## config.mk

```make
export PLATFORM = sky130hd
export DESIGN_NAME = rscb_bank
export DESIGN_NICKNAME = d
export VERILOG_FILES = /design/src/hdl/rscb_pkg.sv /design/src/hdl/rscb_bank.sv
export SDC_FILE = /design/constraint.sdc
export NUM_CORES = 1
export LEC_CHECK = 0
export CELL_PAD_IN_SITES_DETAIL_PLACEMENT = 1
export CELL_PAD_IN_SITES_GLOBAL_PLACEMENT = 1
export CORE_UTILIZATION = 25
export DETAILED_ROUTE_END_ITERATION = 8
export DONT_BUFFER_PORTS = 1
export MAX_ROUTING_LAYER = met4
export PLACE_DENSITY = 0.58
export SLEW_MARGIN = 10
export SYNTH_ARGS = -nofsm -noshare
export SYNTH_HDL_FRONTEND = slang
export SYNTH_SLANG_ARGS = --single-unit
```

## constraint.sdc

```tcl
create_clock -name sys_clk -period 4.05 [get_ports sys_clk]
set_input_delay 0.81 -clock sys_clk [delete_from_list [all_inputs] [get_ports sys_clk]]
set_output_delay 0.81 -clock sys_clk [all_outputs]
set_load 0.01 [all_outputs]
```

## src/hdl/rscb_pkg.sv

```systemverilog
package rscb_pkg;
  // Bank geometry
  localparam int PORTS = 8;
  localparam int IDX_W = 12;
  localparam int OFF_W = 9;
  // Register indexes inside one port window (word address = index)
  localparam logic [OFF_W-1:0] OFF_WATERMARK = 9'h087;
  localparam logic [OFF_W-1:0] OFF_ILV_CTRL = 9'h088;
  localparam logic [OFF_W-1:0] OFF_SPARE_CTRL = 9'h089;
  localparam logic [OFF_W-1:0] OFF_BERT_CTRL = 9'h08A;
  localparam logic [OFF_W-1:0] OFF_BERT_SUPP = 9'h08B;
  localparam logic [OFF_W-1:0] OFF_ALARM_LS = 9'h090;
  localparam logic [OFF_W-1:0] OFF_EVENT_LS = 9'h091;
  // Reset value shared by every register of the bank
  localparam logic [7:0] REG_RESET = 8'h00;
  // Writable bit masks; masked bits read as zero
  localparam logic [7:0] MASK_WATERMARK = 8'h03;
  localparam logic [7:0] MASK_ILV_CTRL = 8'h7F;
  localparam logic [7:0] MASK_SPARE_CTRL = 8'h07;
  localparam logic [7:0] MASK_BERT_CTRL = 8'h07;
  localparam logic [7:0] MASK_EVENT_LS = 8'hBF;
  // Interleave control fields
  localparam int ILV_SIZE_LSB = 5;
  localparam int ILV_TYPE_BIT = 4;
  localparam int ILV_EN_BIT = 3;
  localparam int ILV_POS_LSB = 0;
  localparam logic [1:0] ILV_SIZE_RSVD = 2'h3;
  // BERT control fields
  localparam int BERT_DIR_BIT = 2;
  localparam int BERT_UNFR_BIT = 1;
  localparam int BERT_EN_BIT = 0;
  // Alarm latched status: clear flags high nibble, detect flags low nibble
  localparam int ALARM_CLR_LSB = 4;
  localparam int ALARM_DET_LSB = 0;
  // Event latched status bits
  localparam int EVT_PDV_BIT = 7;
  localparam int EVT_ALIGN_BIT = 5;
  localparam int EVT_Z8_BIT = 4;
  localparam int EVT_Z16_BIT = 3;
  localparam int EVT_SEF_BIT = 2;
  localparam int EVT_B8ZS_BIT = 1;
  localparam int EVT_FBE_BIT = 0;
  // Watermark depths in bytes
  localparam logic [5:0] WM_BYTES_0 = 6'h04;
  localparam logic [5:0] WM_BYTES_1 = 6'h10;
  localparam logic [5:0] WM_BYTES_2 = 6'h20;
  localparam logic [5:0] WM_BYTES_3 = 6'h30;
  // Zero run thresholds and framing error window
  localparam logic [7:0] ZERO_RUN_8 = 8'h08;
  localparam logic [7:0] ZERO_RUN_16 = 8'h10;
  localparam logic [7:0] ZERO_RUN_LOS = 8'hC0;
  localparam int SEF_WINDOW = 6;
  localparam logic [2:0] SEF_ERRS = 3'h2;
  // Spare code lengths
  localparam logic [4:0] SPARE_LONG_MIN = 5'h08;
  localparam logic [4:0] SPARE_LONG_MAX = 5'h10;
endpackage

```

## src/hdl/rscb_bank.sv

```systemverilog
// Register access over Avalon-MM was decided locally.
`timescale 1ns/1ps
module rscb_bank #(
  parameter int PORTS = rscb_pkg::PORTS
) (
  input wire logic sys_clk,
  input wire logic resetn,
  input wire logic [rscb_pkg::IDX_W-1:0] avs_address,
  input wire logic avs_read,
  input wire logic avs_write,
  input wire logic [31:0] avs_writedata,
  input wire logic [3:0] avs_byteenable,
  output logic [31:0] avs_readdata,
  output logic avs_waitrequest,
  input wire logic [PORTS-1:0] t1_mode,
  input wire logic [PORTS-1:0] line_in_pos,
  input wire logic [PORTS-1:0] line_in_neg,
  input wire logic [PORTS-1:0] line_bit_clk,
  input wire logic [PORTS-1:0] remote_alarm_cond,
  input wire logic [PORTS-1:0] ais_cond,
  input wire logic [PORTS-1:0] frame_loss_cond,
  input wire logic [PORTS-1:0] pulse_density_evt,
  input wire logic [PORTS-1:0] align_change_evt,
  input wire logic [PORTS-1:0] b8zs_evt,
  input wire logic [PORTS-1:0] fbit_stb,
  input wire logic [PORTS-1:0] fbit_err,
  output logic [2*PORTS-1:0] rx_fifo_watermark_sel,
  output logic [6*PORTS-1:0] rx_fifo_watermark_bytes,
  output logic [2*PORTS-1:0] ilv_bus_size,
  output logic [4*PORTS-1:0] ilv_dev_count,
  output logic [PORTS-1:0] ilv_type_sel,
  output logic [PORTS-1:0] ilv_bus_en,
  output logic [4*PORTS-1:0] bus_position,
  output logic [3*PORTS-1:0] spare_code_len,
  output logic [5*PORTS-1:0] spare_len_min,
  output logic [5*PORTS-1:0] spare_len_max,
  output logic [PORTS-1:0] bert_src_dir,
  output logic [PORTS-1:0] bert_unframed_sel,
  output logic [PORTS-1:0] bert_port_en,
  output logic [8*PORTS-1:0] bert_suppress_mask,
  output logic [PORTS-1:0] sig_loss_cond,
  output logic [PORTS-1:0] alarm_pending
);

  ////////////////////////////////////////////////////////////////////////////
  // Register index decode

  // True when the bus index hits one register of one port
  function automatic logic reg_hit(input logic [rscb_pkg::IDX_W-1:0] idx,
                                   input int port,
                                   input logic [rscb_pkg::OFF_W-1:0] off);
    logic [rscb_pkg::IDX_W-1:0] want;
    want = {port[rscb_pkg::IDX_W-rscb_pkg::OFF_W-1:0], off};
    return idx == want;
  endfunction

  ////////////////////////////////////////////////////////////////////////////
  // Avalon slave handshake: one wait cycle, then the answer

  logic ack_ff;
  logic nxt_ack;
  logic [31:0] rdata_ff;
  logic [31:0] nxt_rdata;
  logic wr_fire;
  logic [7:0] rd_port [PORTS];
  logic [PORTS-1:0] rd_hit;

  assign avs_waitrequest = (avs_read | avs_write) & ~ack_ff;
  assign wr_fire = avs_write & ack_ff & avs_byteenable[0];
  assign avs_readdata = rdata_ff;

  // Next answer: data captured in the wait cycle, unmapped reads give zero
  always_comb begin
    nxt_ack = (avs_read | avs_write) & ~ack_ff;
    nxt_rdata = rdata_ff;
    if (avs_read && !ack_ff) begin
      nxt_rdata = 32'h0000_0000;
      for (int p = 0; p < PORTS; p++) begin
        if (rd_hit[p]) begin
          nxt_rdata = {24'h00_0000, rd_port[p]};
        end
      end
    end
  end

  // Handshake registers
  always_ff @(posedge sys_clk) begin
    if (!resetn) begin
      ack_ff <= 1'b0;
      rdata_ff <= 32'h0000_0000;
    end else begin
      ack_ff <= nxt_ack;
      rdata_ff <= nxt_rdata;
    end
  end

  ////////////////////////////////////////////////////////////////////////////
  // Per-port register copies and status detectors

  for (genvar p = 0; p < PORTS; p++) begin : g_port
    logic [7:0] wm_ff, ilv_ff, spare_ff, bert_ff, supp_ff, alarm_ff, event_ff;
    logic [7:0] nxt_wm, nxt_ilv, nxt_spare, nxt_bert, nxt_supp;
    logic [7:0] nxt_alarm, nxt_event;
    logic [1:0] pos_sync_ff, neg_sync_ff, clk_sync_ff;
    logic clk_prev_ff;
    logic [7:0] zrun_ff, nxt_zrun;
    logic los_ff, nxt_los;
    logic [3:0] cond_prev_ff;
    logic [3:0] cond_now;
    logic [rscb_pkg::SEF_WINDOW-1:0] fhist_ff, nxt_fhist;
    logic [7:0] alarm_set, event_set;
    logic bit_tick, bit_zero;
    logic [2:0] sef_cnt;
    logic [7:0] wdata;

    assign wdata = avs_writedata[7:0];
    // Line bit strobe is a rising edge of the synchronised line clock
    assign bit_tick = clk_sync_ff[1] & ~clk_prev_ff;
    assign bit_zero = ~pos_sync_ff[1] & ~neg_sync_ff[1];
    // Condition vector ordered remote alarm, AIS, signal loss, frame loss
    assign cond_now = {remote_alarm_cond[p], ais_cond[p], los_ff, frame_loss_cond[p]};

    // Line pins cross into the clock domain through two flip-flops
    always_ff @(posedge sys_clk) begin
      if (!resetn) begin
        pos_sync_ff <= 2'h0;
        neg_sync_ff <= 2'h0;
        clk_sync_ff <= 2'h0;
        clk_prev_ff <= 1'b0;
      end else begin
        pos_sync_ff <= {pos_sync_ff[0], line_in_pos[p]};
        neg_sync_ff <= {neg_sync_ff[0], line_in_neg[p]};
        clk_sync_ff <= {clk_sync_ff[0], line_bit_clk[p]};
        clk_prev_ff <= clk_sync_ff[1];
      end
    end

    // Zero run counter, loss of signal and framing bit history
    always_comb begin
      nxt_zrun = zrun_ff;
      nxt_los = los_ff;
      nxt_fhist = fhist_ff;
      sef_cnt = 3'h0;
      if (bit_tick) begin
        if (bit_zero) begin
          if (zrun_ff != rscb_pkg::ZERO_RUN_LOS) begin
            nxt_zrun = zrun_ff + 8'h01;
          end
          if (zrun_ff == rscb_pkg::ZERO_RUN_LOS - 8'h01) begin
            nxt_los = 1'b1;
          end
        end else begin
          nxt_zrun = 8'h00;
          nxt_los = 1'b0;
        end
      end
      if (fbit_stb[p]) begin
        nxt_fhist = {fhist_ff[rscb_pkg::SEF_WINDOW-2:0], fbit_err[p]};
      end
      for (int i = 0; i < rscb_pkg::SEF_WINDOW; i++) begin
        sef_cnt = sef_cnt + {2'h0, nxt_fhist[i]};
      end
    end

    // Flag set terms
    always_comb begin
      alarm_set = 8'h00;
      // Clear flags on falling edges, detect flags on rising edges
      alarm_set[rscb_pkg::ALARM_CLR_LSB +: 4] = cond_prev_ff & ~cond_now;
      alarm_set[rscb_pkg::ALARM_DET_LSB +: 4] = cond_now & ~cond_prev_ff;
      event_set = 8'h00;
      event_set[rscb_pkg::EVT_PDV_BIT] = pulse_density_evt[p];
      event_set[rscb_pkg::EVT_ALIGN_BIT] = align_change_evt[p];
      event_set[rscb_pkg::EVT_Z8_BIT] = bit_tick & bit_zero
                                        & (zrun_ff == rscb_pkg::ZERO_RUN_8 - 8'h01);
      event_set[rscb_pkg::EVT_Z16_BIT] = bit_tick & bit_zero
                                         & (zrun_ff == rscb_pkg::ZERO_RUN_16 - 8'h01);
      event_set[rscb_pkg::EVT_SEF_BIT] = fbit_stb[p] & (sef_cnt >= rscb_pkg::SEF_ERRS);
      event_set[rscb_pkg::EVT_B8ZS_BIT] = b8zs_evt[p];
      event_set[rscb_pkg::EVT_FBE_BIT] = fbit_stb[p] & fbit_err[p];
      event_set = event_set & {8{t1_mode[p]}};
    end

    // Register writes; on a flag a new event wins over a clear
    always_comb begin
      nxt_wm = wm_ff;
      nxt_ilv = ilv_ff;
      nxt_spare = spare_ff;
      nxt_bert = bert_ff;
      nxt_supp = supp_ff;
      nxt_alarm = alarm_ff;
      nxt_event = event_ff;
      if (wr_fire) begin
        if (reg_hit(avs_address, p, rscb_pkg::OFF_WATERMARK)) begin
          nxt_wm = wdata & rscb_pkg::MASK_WATERMARK;
        end else if (reg_hit(avs_address, p, rscb_pkg::OFF_ILV_CTRL)) begin
          nxt_ilv = wdata & rscb_pkg::MASK_ILV_CTRL;
        end else if (reg_hit(avs_address, p, rscb_pkg::OFF_SPARE_CTRL)) begin
          nxt_spare = wdata & rscb_pkg::MASK_SPARE_CTRL;
        end else if (reg_hit(avs_address, p, rscb_pkg::OFF_BERT_CTRL)) begin
          nxt_bert = wdata & rscb_pkg::MASK_BERT_CTRL;
        end else if (reg_hit(avs_address, p, rscb_pkg::OFF_BERT_SUPP)) begin
          nxt_supp = wdata;
        end else if (reg_hit(avs_address, p, rscb_pkg::OFF_ALARM_LS)) begin
          nxt_alarm = alarm_ff & ~wdata;
        end else if (reg_hit(avs_address, p, rscb_pkg::OFF_EVENT_LS)) begin
          nxt_event = event_ff & ~wdata;
        end
      end
      nxt_alarm = nxt_alarm | alarm_set;
      nxt_event = (nxt_event | event_set) & rscb_pkg::MASK_EVENT_LS;
    end

    // Register and detector state
    always_ff @(posedge sys_clk) begin
      if (!resetn) begin
        wm_ff <= rscb_pkg::REG_RESET;
        ilv_ff <= rscb_pkg::REG_RESET;
        spare_ff <= rscb_pkg::REG_RESET;
        bert_ff <= rscb_pkg::REG_RESET;
        supp_ff <= rscb_pkg::REG_RESET;
        alarm_ff <= rscb_pkg::REG_RESET;
        event_ff <= rscb_pkg::REG_RESET;
        zrun_ff <= 8'h00;
        los_ff <= 1'b0;
        cond_prev_ff <= 4'h0;
        fhist_ff <= '0;
      end else begin
        wm_ff <= nxt_wm;
        ilv_ff <= nxt_ilv;
        spare_ff <= nxt_spare;
        bert_ff <= nxt_bert;
        supp_ff <= nxt_supp;
        alarm_ff <= nxt_alarm;
        event_ff <= nxt_event;
        zrun_ff <= nxt_zrun;
        los_ff <= nxt_los;
        cond_prev_ff <= cond_now;
        fhist_ff <= nxt_fhist;
      end
    end

    // Read view of this port
    always_comb begin
      rd_hit[p] = 1'b1;
      rd_port[p] = 8'h00;
      if (reg_hit(avs_address, p, rscb_pkg::OFF_WATERMARK)) begin
        rd_port[p] = wm_ff;
      end else if (reg_hit(avs_address, p, rscb_pkg::OFF_ILV_CTRL)) begin
        rd_port[p] = ilv_ff;
      end else if (reg_hit(avs_address, p, rscb_pkg::OFF_SPARE_CTRL)) begin
        rd_port[p] = spare_ff;
      end else if (reg_hit(avs_address, p, rscb_pkg::OFF_BERT_CTRL)) begin
        rd_port[p] = bert_ff;
      end else if (reg_hit(avs_address, p, rscb_pkg::OFF_BERT_SUPP)) begin
        rd_port[p] = supp_ff;
      end else if (reg_hit(avs_address, p, rscb_pkg::OFF_ALARM_LS)) begin
        rd_port[p] = alarm_ff;
      end else if (reg_hit(avs_address, p, rscb_pkg::OFF_EVENT_LS)) begin
        rd_port[p] = event_ff;
      end else begin
        rd_hit[p] = 1'b0;
      end
    end

    // Watermark depth lookup
    always_comb begin
      case (wm_ff[1:0])
        2'h0: rx_fifo_watermark_bytes[6*p +: 6] = rscb_pkg::WM_BYTES_0;
        2'h1: rx_fifo_watermark_bytes[6*p +: 6] = rscb_pkg::WM_BYTES_1;
        2'h2: rx_fifo_watermark_bytes[6*p +: 6] = rscb_pkg::WM_BYTES_2;
        default: rx_fifo_watermark_bytes[6*p +: 6] = rscb_pkg::WM_BYTES_3;
      endcase
    end

    // Interleave bus device count; the reserved size yields zero
    always_comb begin
      case (ilv_ff[rscb_pkg::ILV_SIZE_LSB +: 2])
        2'h0: ilv_dev_count[4*p +: 4] = 4'h2;
        2'h1: ilv_dev_count[4*p +: 4] = 4'h4;
        2'h2: ilv_dev_count[4*p +: 4] = 4'h8;
        default: ilv_dev_count[4*p +: 4] = 4'h0;
      endcase
    end

    // Spare code length range, T1 only
    always_comb begin
      spare_len_min[5*p +: 5] = 5'h00;
      spare_len_max[5*p +: 5] = 5'h00;
      if (t1_mode[p]) begin
        if (spare_ff[2:0] == 3'h7) begin
          spare_len_min[5*p +: 5] = rscb_pkg::SPARE_LONG_MIN;
          spare_len_max[5*p +: 5] = rscb_pkg::SPARE_LONG_MAX;
        end else begin
          spare_len_min[5*p +: 5] = {2'h0, spare_ff[2:0]} + 5'h01;
          spare_len_max[5*p +: 5] = {2'h0, spare_ff[2:0]} + 5'h01;
        end
      end
    end

    // Control outputs taken from the registers
    assign rx_fifo_watermark_sel[2*p +: 2] = wm_ff[1:0];
    assign ilv_bus_size[2*p +: 2] = ilv_ff[rscb_pkg::ILV_SIZE_LSB +: 2];
    assign ilv_type_sel[p] = ilv_ff[rscb_pkg::ILV_TYPE_BIT];
    assign ilv_bus_en[p] = ilv_ff[rscb_pkg::ILV_EN_BIT]
                           & (ilv_ff[rscb_pkg::ILV_SIZE_LSB +: 2] != rscb_pkg::ILV_SIZE_RSVD);
    assign bus_position[4*p +: 4] = {1'b0, ilv_ff[rscb_pkg::ILV_POS_LSB +: 3]} + 4'h1;
    assign spare_code_len[3*p +: 3] = spare_ff[2:0];
    assign bert_src_dir[p] = bert_ff[rscb_pkg::BERT_DIR_BIT];
    assign bert_unframed_sel[p] = bert_ff[rscb_pkg::BERT_UNFR_BIT] & t1_mode[p];
    assign bert_port_en[p] = bert_ff[rscb_pkg::BERT_EN_BIT];
    assign bert_suppress_mask[8*p +: 8] = supp_ff;
    assign sig_loss_cond[p] = los_ff;
    assign alarm_pending[p] = |alarm_ff;
  end

endmodule

```

== Word-level counts from Yosys, hierarchy flattened ==
Cells that the tools add are included.

* Flip-flop bits (word level): 553
* Latch bits: 0
* RAM bits: 0
* ROM bits: 0
* Bits of input ports: 148
* Output and inout bits: 401
* Logic and storage cells: 970
* Memories: 0

* Add/sub/neg operators: 64
* Multipliers: 0
* Divide/modulo/power cells: 0
* $lt $le $gt $ge: 8
* Equality and inequality tests: 152
* Shifts and indexed selects: 0
* Multiplexer cells: 328
* Bitwise operators: 206
* Reductions and logical operators: 82

{| class="wikitable"
|+ Operators with widths
! cell !! number
|-
| $mux 8 || 200
|-
| $eq 12x12->1 const B || 28
|-
| $and 8x8->8 || 24
|-
| $eq 12x11->1 const B || 14
|-
| $pmux 6 s3 || 8
|-
| $or 8x8->8 || 16
|-
| $pmux 4 s3 || 8
|-
| $eq 12x10->1 const B || 7
|-
| $eq 12x8->1 const B || 7
|-
| $mux 5 || 16
|-
| $and 1x1->1 || 75
|-
| $add 3x1->3 || 24
|-
| $mux 1 || 72
|-
| $add 3x1->4 const B || 16
|-
| $add 8x1->8 const B || 8
|-
| $and 4x4->4 || 16
|-
| $eq 8x3->1 const B || 8
|-
| $eq 8x4->1 const B || 8
|-
| $eq 8x8->1 const B || 8
|-
| $mux 4 || 16
|-
| $ne 8x8->1 const B || 8
|-
| $not 4->4 || 16
|-
| $reduce_or 8->1 || 8
|-
| $not 1->1 || 57
|-
| 19 further kinds || 172
|}

== Longest topological paths before layout ==
* Word-level depth: 16
* Mapped depth: 11
* Mapped depth without buffers: 9

== Worst setup path before layout ==
Ideal clock, no wire load.

* Kind: input to register
* Start point: input fbit_stb[1]
* End point: register g_port[1].event_ff[2]
* Setup time: 0.118 ns
* Arrival: 3.511 ns
* Data required time: 3.932 ns
* Setup slack: 0.421 ns
* Stages: 10
* Cell sequence: clkbuf_1 -> mux2_2 -> fa_1 -> inv_1 -> fa_1 -> or2_2 -> fa_1 -> nand2_1 -> a32oi_1 -> nor2b_1

* Longest elaborated chain between the ends: 10

{| class="wikitable"
|+ Ends and longest elaborated chain
! what !! line !! RTL
|-
| from (decl) || rscb_bank.sv:25 || <nowiki>input wire logic [PORTS-1:0] fbit_stb,</nowiki>
|-
| $mux 6 || rscb_bank.sv:157 || <nowiki>if (fbit_stb[p]) begin</nowiki>
|-
| via g_port[1].nxt_fhist, one bit || rscb_bank.sv:110 || <nowiki>logic [rscb_pkg::SEF_WINDOW-1:0] fhist_ff, nxt_fhist;</nowiki>
|-
| $add 1x1->2 || rscb_bank.sv:161 || <nowiki>sef_cnt = sef_cnt + {2'h0, nxt_fhist[i]};</nowiki>
|-
| $add 2x1->3 || rscb_bank.sv:161 ||
|-
| $add 3x1->3 (3 in a row) || rscb_bank.sv:161 ||
|-
| $ge 3x2->1 || rscb_bank.sv:178 || <nowiki>event_set[rscb_pkg::EVT_SEF_BIT] = fbit_stb[p] & (sef_cnt >= rscb_pkg::SEF_ERRS);</nowiki>
|-
| $and 1x1->1 || rscb_bank.sv:178 ||
|-
| $and 8x8->8 || rscb_bank.sv:181 || <nowiki>event_set = event_set & {8{t1_mode[p]}};</nowiki>
|-
| $or 8x8->8 || rscb_bank.sv:211 || <nowiki>nxt_event = (nxt_event | event_set) & rscb_pkg::MASK_EVENT_LS;</nowiki>
|-
| to (signal assigned) || rscb_bank.sv:223 || <nowiki>event_ff <= rscb_pkg::REG_RESET;</nowiki>
|-
| to (signal assigned) || rscb_bank.sv:235 || <nowiki>event_ff <= nxt_event;</nowiki>
|-
| to (decl) || rscb_bank.sv:101 || <nowiki>logic [7:0] wm_ff, ilv_ff, spare_ff, bert_ff, supp_ff, alarm_ff, event_ff;</nowiki>
|}

The timed path passes the listed nets, and every way through them passes these cells.
A chain may end at the register's enable or synchronous reset.

== Final worst setup path ==
* Start point: register g_port[6].spare_ff[0]
* End point: output spare_len_min[30]

* Longest elaborated chain between the ends: 3
* Elaborated cells on any way between the ends: 4
* Classes of those cells: 1 x add/sub; 1 x eq/ne; 2 x mux

{| class="wikitable"
|+ Ends and longest elaborated chain
! what !! line !! RTL
|-
| from (decl) || rscb_bank.sv:101 ||
|-
| from (signal assigned) || rscb_bank.sv:219 || <nowiki>spare_ff <= rscb_pkg::REG_RESET;</nowiki>
|-
| from (signal assigned) || rscb_bank.sv:231 || <nowiki>spare_ff <= nxt_spare;</nowiki>
|-
| $add 3x1->4 / $eq 3x3->1 (equally long branches) || rscb_bank.sv:295, rscb_bank.sv:291 ||
|-
| $mux 4 (*) || rscb_bank.sv:291 || <nowiki>if (spare_ff[2:0] == 3'h7) begin</nowiki>
|-
| $mux 4 (*) || rscb_bank.sv:290 || <nowiki>if (t1_mode[p]) begin</nowiki>
|-
| to (decl) || rscb_bank.sv:35 || <nowiki>output logic [5*PORTS-1:0] spare_len_min,</nowiki>
|}

Every way passes the cells marked *; elsewhere a longest branch is shown, timed or not.

==> metrics.txt <==
DRC Markers 0; status finished clean; register area share after synthesis 0.3995; worst r2r path cells 9; total grt overflow 0; critical-path cell list ha_1, ha_1, inv_1, nand2_1, nor2_1; Clock Tree Root clkbuf_16; postcts setup bufs 0; Worst R2R Setup Slack 1240 ps; Clock Path Buffers 3; switching pwr 2786 µW; worst skew pair latency 650 ps; Hold Path Class in2reg; CP max stage cell dfxtp_1; Data required, critical path ~3200 ps; Iter 0 DRT Violations 2,038; final hold violations 0; H-tree level count 2; Clk pin slew, worst setup/hold paths ~60 ps; GP Congestion 0.9714; compound-gate portion of the synthesized area 0.1484; Synth Instances roughly 3,100; layout cell share with drive strength beyond 1 0.07903; crit end category primary output; ANT nets after route 0; Final min period between 2000 and 3000 ps; crit-path leading delay family adder cells; initial antenna violation count 18; internal cell power 8818 µW; CP Launch Type flip-flop; Vias roughly 23,000; Sw Ratio 0.2401; main combinational cell family by area after synthesis simple AND/OR/NAND/NOR gates; simple-gate area share of the yosys netlist 0.2736; CTS tree done; combinational share of power 0.047; Ports ~550; top-area cell type share of the netlist area 0.3995; Synth Warn # 0; Yosys cell types 85; max frequency about 340 MHz; Non-Filler Instances ~4,400; fin. max-slew vios 0; mux cell area share after synthesis 0.04888; most common cell in the netlist dfxtp_1; Worst Hold Path EP g_port[1].cond_prev_ff[2]; Setup WS pre-CTS between 600 and 700 ps; top post-synthesis cells by area dfxtp_1 40%, nor2b_1 6.9%, nand2_1 6.8%; Synth Area in Adders 0.03757; Slew @ Worst Pin about 1100 ps; Synth area leader dfxtp_1; Relative slew margins 0.2549; IO buf count 0; largest net degree at the start of global routing 475; full die area between 100,000 and 150,000 µm²; reg2reg start g_port[7].fhist_ff[0]; largest stage delay on the critical path ~450 ps; synthesis-to-layout area growth 11.03%; WP data arrival about 2100 ps; synthesized area per cell about 8.5 µm²; die extent in x about 330 µm; setup tns final 0 ps; max cap viols 0; final wirelength roughly 120,000 µm; dpl cells about 4,300; Final period util 0.7277; worst path bufs/invs 1; number of synthesized register bits roughly 520; First-pass DRT Iterations 5; hold depth 1; r2r endpoint g_port[7].event_ff[2]; core box area 103,500 µm²; RSZ-0062 raised after global routing no; Main synth FF type dfxtp_1; CP max FO 6; register share of total power 0.460; Starting Density 0.2523; Sink Count 521; Setup CP Type reg2out; CTS Buf Count just over 60; synthesized area around 26,000 µm²; Hold WS roughly 280 ps; wire length of the first global-routing pass about 170,000 µm; DR WL/cell ~28 µm; post-cts resize count 0; Synth Area in XOR/XNOR 0.01644; leakage power between 0.009 and 0.01 µW; NumNets Final approximately 3,200; gr usage total 0.2277; Post-synth ARST share 0; Chip Height roughly 330 µm; # hold bufs at CTS 0; Cell Rows 118; share of total power in the clock network 0.493; vias in the first global route between 20,000 and 25,000; Worst Slack Setup Final roughly 1100 ps; peak supply drop 0.0003545 V; Synth top cells by count 521 x dfxtp_1, 471 x nand2_1, 286 x nor2b_1; Hold Startpoint ais_cond[1]; Most common cell on crit path ha_1; Post-synth EDFFs 0; Pwr per Cell Area approximately 400 nW/µm²; Final setup viols 0; post-DP HPWL roughly 90,000 µm; Vias/cell approximately 5; clk_skew 24.26 ps
-- worst max-delay path by stage --
stage | slack, ps | start | cells past startpoint | to
after global placement | 700 | fbit_stb[4] | 9 | g_port[4].event_ff[2]
after detailed placement | 640 | fbit_stb[4] | 9 | g_port[4].event_ff[2]
after floorplan | 420 | fbit_stb[1] | 10 | g_port[1].event_ff[2]
final | 1100 | g_port[6].spare_ff[0] | 5 | spare_len_min[30]
after CTS | 1020 | g_port[6].spare_ff[0] | 5 | spare_len_min[30]
after global routing | 1010 | g_port[6].spare_ff[0] | 5 | spare_len_min[30]
-- metal layers --
| layer | routed length (µm) | track usage | up-vias |
|---|---|---|---|
| met4 | 4309 | 0.07639 | 0 |
| li1 | - | - | 10130 |
| met2 | 56360 | 0.3654 | 919 |
| met1 | 47870 | 0.2624 | 11320 |
| met5 | 0 | - | - |
| met3 | 12700 | 0.08037 | 208 |
-- stage by stage --
stage          power [µW]  instance area (µm²)    util
2_1_floorplan        5956                26350       -
3_3_place_gp         5967                26900  0.2599
3_5_place_dp         5982                26900  0.2599
4_1_cts             11720                28930  0.2796
5_1_grt             11970                28990  0.2801
6_report            11600                28990  0.2801
-- power by group through the flow --
stage                     clock network, µW  logic (µW)  registers (µW)
final                                  5730         545            5330
after global routing                   6040         590            5340
after CTS                              5850         538            5330
after detailed placement                  0         537            5440
after global placement                    0         525            5440
after floorplan                           0         561            5390
-- sequential cells by signal, summed over array words and instances (netlist names), 24 cells and up --
signal and flops:
g_port.cond_prev_ff 32, g_port.event_ff 56, g_port.bert_ff 24, g_port.zrun_ff 64
g_port.spare_ff 24, g_port.fhist_ff 48, g_port.ilv_ff 56, g_port.alarm_ff 64
g_port.supp_ff 64
-- cell usage in the layout (no fill, tap or decap), types with 40 or more instances in the layout --
| cell | count |
|---|---|
| and2_1 | 145 |
| nor2b_1 | 285 |
| buf_4 | 57 |
| dfxtp_1 | 521 |
| ha_1 | 40 |
| nand2_1 | 471 |
| a21oi_1 | 109 |
| a22oi_1 | 73 |
| o21ai_0 | 43 |
| nor2_1 | 175 |
| nand3_1 | 104 |
| conb_1 | 64 |
| mux2i_1 | 87 |
| inv_1 | 59 |
| a21boi_1 | 125 |
| clkbuf_16 | 62 |
-- layout make-up --
cell class | instances | area, µm²
tap | 1380 | 1727
multi-input combinational | 2249 | 14030
inverter | 59 | 221.5
timing repair buffer | 60 | 488.0
clock inverter | 17 | 209.0
clock buffer | 93 | 1828
antenna | 22 | 55.05
sequential | 521 | 10430
fill | 12150 | 74510
-- logic make-up after synthesis --
group | Yosys count
XOR/XNOR | 49
adder cells (fa/ha/maj) | 64
buffers and inverters | 375
AO/OA/AOI/OAI | 559
multiplexers | 123
other | 1
AND/OR/NAND/NOR | 1390
flip-flops | 521
Power figures use the tool's default switching activity.
